**config.mk**
```make
export PLATFORM = sky130hd
export DESIGN_NAME = sram_host_ctrl
export DESIGN_NICKNAME = d
export VERILOG_FILES = /design/src/logic/sram_ctrl_pkg.sv /design/src/logic/sram_host_ctrl.sv
export VERILOG_INCLUDE_DIRS = /design/src /design/src/logic
export SDC_FILE = /design/constraint.sdc
export NUM_CORES = 1
export LEC_CHECK = 0
export BUFFER_PORTS_ARGS = -buffer_cell sky130_fd_sc_hd__buf_4
export CAP_MARGIN = 20
export CORE_MARGIN = 2
export CORE_UTILIZATION = 30
export DETAILED_ROUTE_END_ITERATION = 16
export GPL_TIMING_DRIVEN = 0
export PLACE_DENSITY = 0.52
export SYNTH_ARGS = -nofsm -noshare
export SYNTH_HDL_FRONTEND = slang
export SYNTH_SLANG_ARGS = --single-unit
```
**constraint.sdc**
```tcl
create_clock -name mclk -period 2.37 [get_ports mclk]
set_input_delay 0.237 -clock mclk [delete_from_list [all_inputs] [get_ports mclk]]
set_output_delay 0.237 -clock mclk [all_outputs]
set_load 0.03 [all_outputs]
```
**src/logic/sram_ctrl_defines.svh**
```systemverilog
`ifndef SRAM_CTRL_DEFINES_SVH
`define SRAM_CTRL_DEFINES_SVH
`define CLK_PERIOD_PS        4000
`define WRITE_DATA_SETUP_PS  7000
`define ADDR_SETUP_TO_END_PS 10000
`define LANE_TO_END_PS       10000
`define LANE_TO_VALID_PS     6000
`define LANE_TO_FLOAT_PS     6000
`define DESELECT_STANDBY_PS  12000
`define CYCLE_TIME_PS        12000
`define CEIL_CYC(t)          (((t) + `CLK_PERIOD_PS - 1) / `CLK_PERIOD_PS)
`endif

```
**src/logic/sram_ctrl_pkg.sv**
```systemverilog
package sram_ctrl_pkg;
    typedef enum logic [2:0] {
        st_idle,
        st_setup,
        st_strobe,
        st_read,
        st_release,
        st_recover
    } state_type;
endpackage : sram_ctrl_pkg

```
**src/logic/sram_host_ctrl.sv**
```systemverilog
`timescale 1ns/1ps
`include "sram_ctrl_defines.svh"
module sram_host_ctrl #(
    parameter int ADDR_W = 16,
    parameter int DATA_W = 16
) (
    input  wire logic              mclk,
    input  wire logic              rst_n,
    input  wire logic              req_valid,
    output logic                   req_ready,
    input  wire logic              req_write,
    input  wire logic [ADDR_W-1:0] req_addr,
    input  wire logic [DATA_W-1:0] req_wdata,
    input  wire logic [1:0]        req_lanes,
    input  wire logic              retention_req,
    output logic                   retention_ok,
    output logic                   rsp_valid,
    output logic [DATA_W-1:0]      rsp_rdata,
    output logic                   chip_select_n,
    output logic                   write_strobe_n,
    output logic                   output_enable_n,
    output logic                   lower_lane_select_n,
    output logic                   upper_lane_select_n,
    output logic [ADDR_W-1:0]      addr_pins,
    output logic [DATA_W-1:0]      data_pins_out,
    output logic                   data_pins_oe,
    input  wire logic [DATA_W-1:0] data_pins_in
);
    localparam int WR_CYC  = `CEIL_CYC(`ADDR_SETUP_TO_END_PS);
    localparam int SD_CYC  = `CEIL_CYC(`WRITE_DATA_SETUP_PS);
    localparam int BW_CYC  = `CEIL_CYC(`LANE_TO_END_PS);
    localparam int STB_CYC = (WR_CYC > BW_CYC) ? ((WR_CYC > SD_CYC) ? WR_CYC : SD_CYC)
                                               : ((BW_CYC > SD_CYC) ? BW_CYC : SD_CYC);
    // four extra cycles cover the three input flops and the agreement filter
    localparam int RD_CYC  = `CEIL_CYC(`LANE_TO_VALID_PS) + 4;
    localparam int FL_CYC  = `CEIL_CYC(`LANE_TO_FLOAT_PS);
    localparam int PD_CYC  = `CEIL_CYC(`DESELECT_STANDBY_PS);
    localparam int REC_CYC = `CEIL_CYC(`CYCLE_TIME_PS);
    localparam int CNT_W   = 4;

    if (ADDR_W != 16 || DATA_W != 16) begin : g_bad_size
        $error("sram_host_ctrl: 64K x 16 only");
    end
    if (RD_CYC >= 16 || STB_CYC >= 16) begin : g_bad_count
        $error("sram_host_ctrl: counter too narrow");
    end
    if (PD_CYC >= 16 || FL_CYC >= 16 || REC_CYC >= 16) begin : g_bad_wait
        $error("sram_host_ctrl: wait counter too narrow");
    end

    sram_ctrl_pkg::state_type state_q, state_d;
    logic [CNT_W-1:0]  cnt_q, cnt_d;
    logic              cs_q, cs_d, we_q, we_d, oe_q, oe_d, drv_q, drv_d;
    logic [1:0]        lane_q, lane_d;
    logic [ADDR_W-1:0] addr_q, addr_d;
    logic [DATA_W-1:0] wdat_q, wdat_d, rdat_q, rdat_d;
    logic              rsp_q, rsp_d, ret_q, ret_d;
    logic [CNT_W-1:0]  pd_q, pd_d;
    logic [DATA_W-1:0] sync1_q, sync2_q, sync3_q;
    logic [DATA_W-1:0] sync1_d, sync2_d, sync3_d;
    logic [DATA_W-1:0] pin_q, pin_d;

    // a new pin value counts once the last two flops agree
    always_comb begin
        sync1_d = data_pins_in;
        sync2_d = sync1_q;
        sync3_d = sync2_q;
        pin_d   = pin_q;
        if (sync2_q == sync3_q) begin
            pin_d = sync3_q;
        end
    end

    always_ff @(posedge mclk or negedge rst_n) begin
        if (!rst_n) begin
            sync1_q <= 16'h0000;
            sync2_q <= 16'h0000;
            sync3_q <= 16'h0000;
            pin_q   <= 16'h0000;
        end else begin
            sync1_q <= sync1_d;
            sync2_q <= sync2_d;
            sync3_q <= sync3_d;
            pin_q   <= pin_d;
        end
    end

    assign req_ready = (state_q == sram_ctrl_pkg::st_idle) && !retention_req;

    always_comb begin
        state_d = state_q;
        cnt_d   = cnt_q;
        cs_d    = cs_q;
        we_d    = we_q;
        oe_d    = oe_q;
        drv_d   = drv_q;
        lane_d  = lane_q;
        addr_d  = addr_q;
        wdat_d  = wdat_q;
        rdat_d  = rdat_q;
        rsp_d   = 1'b0;
        pd_d    = pd_q;
        ret_d   = ret_q;
        if (cs_q) begin
            pd_d = 4'h0;
        end else if (pd_q != PD_CYC[CNT_W-1:0]) begin
            pd_d = pd_q + 4'h1;
        end
        unique case (state_q)
            sram_ctrl_pkg::st_idle: begin
                ret_d = retention_req && !cs_q && pd_q == PD_CYC[CNT_W-1:0];
                if (req_valid && req_ready) begin
                    // address and lanes settle a cycle before select falls on writes; reads assert select on the same edge
                    addr_d  = req_addr;
                    lane_d  = req_lanes;
                    wdat_d  = req_wdata;
                    we_d    = 1'b0;
                    oe_d    = 1'b0;
                    cnt_d   = 4'h0;
                    ret_d   = 1'b0;
                    state_d = req_write ? sram_ctrl_pkg::st_setup : sram_ctrl_pkg::st_read;
                    cs_d    = !req_write;
                    oe_d    = !req_write;
                    drv_d   = req_write;
                end
            end
            sram_ctrl_pkg::st_setup: begin
                cs_d    = 1'b1;
                we_d    = 1'b1;
                state_d = sram_ctrl_pkg::st_strobe;
            end
            sram_ctrl_pkg::st_strobe: begin
                cnt_d = cnt_q + 4'h1;
                if (cnt_q == 4'(STB_CYC - 1)) begin
                    // strobe alone ends the write; data and address held one more cycle
                    we_d    = 1'b0;
                    cnt_d   = 4'h0;
                    state_d = sram_ctrl_pkg::st_release;
                end
            end
            sram_ctrl_pkg::st_read: begin
                cnt_d = cnt_q + 4'h1;
                if (cnt_q == 4'(RD_CYC - 1)) begin
                    rdat_d = {lane_q[1] ? pin_q[15:8] : 8'h00,
                              lane_q[0] ? pin_q[7:0] : 8'h00};
                    rsp_d   = 1'b1;
                    oe_d    = 1'b0;
                    cs_d    = 1'b0;
                    lane_d  = 2'b00;
                    cnt_d   = 4'h0;
                    state_d = sram_ctrl_pkg::st_recover;
                end
            end
            sram_ctrl_pkg::st_release: begin
                cs_d    = 1'b0;
                drv_d   = 1'b0;
                lane_d  = 2'b00;
                rsp_d   = 1'b1;
                state_d = sram_ctrl_pkg::st_recover;
            end
            sram_ctrl_pkg::st_recover: begin
                // lane float and cycle time before the next access
                cnt_d = cnt_q + 4'h1;
                if (cnt_q >= 4'(((FL_CYC > REC_CYC) ? FL_CYC : REC_CYC) - 1)) begin
                    cnt_d   = 4'h0;
                    state_d = sram_ctrl_pkg::st_idle;
                end
            end
            default: begin
                // unused state code: deselect and go back to idle
                cs_d    = 1'b0;
                we_d    = 1'b0;
                oe_d    = 1'b0;
                drv_d   = 1'b0;
                lane_d  = 2'b00;
                cnt_d   = 4'h0;
                state_d = sram_ctrl_pkg::st_idle;
            end
        endcase
    end

    always_ff @(posedge mclk or negedge rst_n) begin
        if (!rst_n) begin
            state_q <= sram_ctrl_pkg::st_idle;
            cnt_q   <= 4'h0;
            cs_q    <= 1'b0;
            we_q    <= 1'b0;
            oe_q    <= 1'b0;
            drv_q   <= 1'b0;
            lane_q  <= 2'b00;
            addr_q  <= 16'h0000;
            wdat_q  <= 16'h0000;
            rdat_q  <= 16'h0000;
            rsp_q   <= 1'b0;
            pd_q    <= 4'h0;
            ret_q   <= 1'b0;
        end else begin
            state_q <= state_d;
            cnt_q   <= cnt_d;
            cs_q    <= cs_d;
            we_q    <= we_d;
            oe_q    <= oe_d;
            drv_q   <= drv_d;
            lane_q  <= lane_d;
            addr_q  <= addr_d;
            wdat_q  <= wdat_d;
            rdat_q  <= rdat_d;
            rsp_q   <= rsp_d;
            pd_q    <= pd_d;
            ret_q   <= ret_d;
        end
    end

    // internal flags are active high; pins are active low
    assign chip_select_n       = !cs_q;
    assign write_strobe_n      = !we_q;
    assign output_enable_n     = !oe_q;
    assign lower_lane_select_n = !lane_q[0];
    assign upper_lane_select_n = !lane_q[1];
    assign addr_pins           = addr_q;
    assign data_pins_out       = wdat_q;
    assign data_pins_oe        = drv_q;
    assign rsp_valid           = rsp_q;
    assign rsp_rdata           = rdat_q;
    assign retention_ok        = ret_q;
endmodule : sram_host_ctrl

```
==> run metrics <==
outcome=complete, no violations; total track usage=12.6%; CTS tree=built; Via density=4.32; PD cells=1170 mW/mm^2; Fin. Hold Viols=0; Pre-antenna DRT Iters=4; Worst-path clk slew=0.06 ns; global-route wire length before repair=16300 um; M3 GR Usage=3.42%; cell accounting for the most synthesized area=dfrtp_1; setup TNS=0 ns; Int Power=5140 uW; FF-to-FF End=pin_q[9]$_DFFE_PN0N_; synth unique cells=40; Post-CTS Repair Setup Buffers=0; Seq pwr share=37.6%; met2 Track Usage GR=19.9%; leakage=0.00313 uW; via count=3150; Final Critical Period=2.15 ns; register-to-register setup slack=0.22 ns; gr ovfl total=0; Place WS=0.220 ns; syn_area_per_cell=13.7 um^2; initial antenna violation count=0; CP Capture Type=flip-flop; Hold EP=addr_pins[10]$_DFFE_PN0P_; multi-input logic area=0.00146 mm^2; EDFF count, synth=0; # fillers=1485; synthesized flop and latch total=131; total power=7870 uW; Worst Slack Setup Final=0.224 ns; Final Util=42.4%; number of DRC markers in iteration 0=217; Sw Share=34.6%; Max FO, Critical Path=10; Rows=46; power share of the clock group=31.8%; routability congestion estimate=0.778; port bufs=111; CTS H-tree depth=4; antenna-violating nets left=0; max-cap violations=0; die span in x=131 um; Die ar.=0.0172 mm^2; Min-Delay Path Class=primary input to flip-flop; synthesized instance count=352; worst hold stages=2; Peak Freq=466 MHz; final setup vio count=0; maximum vdd drop=0.000484 V; sequential area share after synthesis=67.8%; n_diodes=0; Synth top area share=67.8%; number of global-route vias before repair=3292; root buf cell=clkbuf_16; HP Start=req_addr[10]; Ys Warns=0; # DRC=0; Psw=2720 uW; Setup Skew=0.00658 ns; relative slew slack=58.6%; Async S/R FF share, synth=100%; synth top area cells=dfrtp_1, mux2_2, nand2_1; layout net count=559; combinational cell fraction of total power=30.6%; Crit Path Class=flip-flop to flip-flop; chip height=131 um; post-route cell area=0.00671 mm^2; Top FF cell, synth=dfrtp_1; Post-Route WL=10100 um; pin count of the biggest net entering global routing=86; unrepaired setup endpoints after global routing=false; core area=0.0158 mm^2; mapped cell area=0.00484 mm^2; wire length per cell=13.8 um; CP required=2.67 ns; Worst Path Arrival=2.44 ns; gr busiest metal=met2; top-count cell post-synth=dfrtp_1; Commonest cells post-synth=dfrtp_1, mux2_2, nand2_1, o21ai_0, xnor2_1; clk_lat worst skew=0.41 ns; Reg area=0.00328 mm^2; RR Startpoint=sync3_q[13]$_DFF_PN0_; Final period util=90.6%; clock buffer count from CTS=17; R2R depth=5; I/O Pins=112; layout cells sized above 1=38.4%; placed cell areas=0.00597 mm^2; CTS sink cnt=131; Final Slew Violations=0; Startpoint Class=flip-flop; Initial Utilization=30.6%; Detailed Place HPWL=7070 um; worst-margin pin slew=0.619 ns; P&R area growth vs syn=38.7%; Bufs on Longest Clock Path=2; met1 usage=15.8%; syn nets=411
[per-stage QoR]
stage,instances,hold slack [ns]
after floorplan,352,-0.0586
after global placement,679,0.333
after detailed placement,680,0.204
after CTS,729,0.0231
after global routing,729,0.0349
final,729,0.0504
[worst max path at each step]
stage | from | endpoint | slack, ns | cells after the start
6_report | sync3_q[13]$_DFF_PN0_ | pin_q[9]$_DFFE_PN0N_ | 0.22 | 5
4_1_cts | sync3_q[13]$_DFF_PN0_ | pin_q[6]$_DFFE_PN0N_ | 0.20 | 5
2_1_floorplan | state_q[1]$_DFFE_PN0P_ | req_ready | 0.52 | 2
3_5_place_dp | sync3_q[13]$_DFF_PN0_ | pin_q[10]$_DFFE_PN0N_ | 0.22 | 5
5_1_grt | sync3_q[13]$_DFF_PN0_ | pin_q[8]$_DFFE_PN0N_ | 0.11 | 5
3_3_place_gp | sync3_q[13]$_DFF_PN0_ | pin_q[13]$_DFFE_PN0N_ | 0.22 | 5
[kinds of logic after synthesis]
logic type      share of synthesized area, %
compound gates                          6.37
xor+xnor                                3.26
simple gates                            7.45
flops                                   67.8
buf+inv                                 2.10
fa+ha+maj                               1.03
mux                                     12.0
[sequential cells by signal (all words and copies together) (netlist names), 2 cells and up]
| name | count |
|---|---|
| addr_pins | 16 |
| cnt_q | 4 |
| sync2_q | 16 |
| pd_q | 4 |
| pin_q | 16 |
| sync1_q | 16 |
| data_pins_out | 16 |
| sync3_q | 16 |
| state_q | 3 |
| rsp_rdata | 16 |
| lane_q | 2 |
[critical path: stages (launching register included)]
cell	delay, ns
dfrtp_1	0.40
xnor2_1	0.16
nand4_1	0.26
nor4_4	0.62
buf_6	0.24
mux2_2	0.34
[layout make-up]
class	instances	share of cell area (%)
Sequential cell	131	48.9
Multi-Input combinational cell	197	21.7
Timing Repair Buffer	129	15.4
Clock buffer	18	6.40
Tap cell	216	4.03
Clock inverter	14	2.07
Buffer	12	0.839
Inverter	12	0.671
[layer usage]
metal | wire (um) | part of all wire [%]
met5 | 0 | 0
met2 | 5180 | 51
met3 | 389 | 3.9
met4 | 207 | 2.1
met1 | 4290 | 43
[power by group through the flow]
stage | clock network (uW) | logic (uW) | registers, uW
3_5_place_dp | 0 | 2410 | 2990
4_1_cts | 2590 | 2440 | 2960
2_1_floorplan | 0 | 945 | 3530
6_report | 2500 | 2410 | 2960
3_3_place_gp | 0 | 2370 | 2980
5_1_grt | 2690 | 2600 | 3030
[timing repair]
item	CTS	global route
hold buffers	17	0
endpoints found under the hold margin	62	0
gates resized for setup	0	0
[placed cells by master (no fill, tap or decap), types with 2 or more instances in the layout]
master,count
dfrtp_1,131
buf_4,110
mux2_2,48
nand2_1,44
o21ai_0,23
clkbuf_16,17
dlygate4sd3_1,17
xnor2_1,16
inv_1,12
clkbuf_1,9
inv_6,8
a21oi_1,7
nor2_1,6
nand4_1,5
mux2i_1,4
ha_1,4
nand2b_1,3
buf_2,3
a21o_1,3
nand3_1,3
clkinvlp_4,3
nand3b_1,2
and3b_1,2
nor4_1,2
nor2b_1,2
nor3b_1,2
xor2_1,2
buf_6,2
o22ai_1,2
a21boi_0,2
Note: power is estimated with default switching activity, not from simulation.
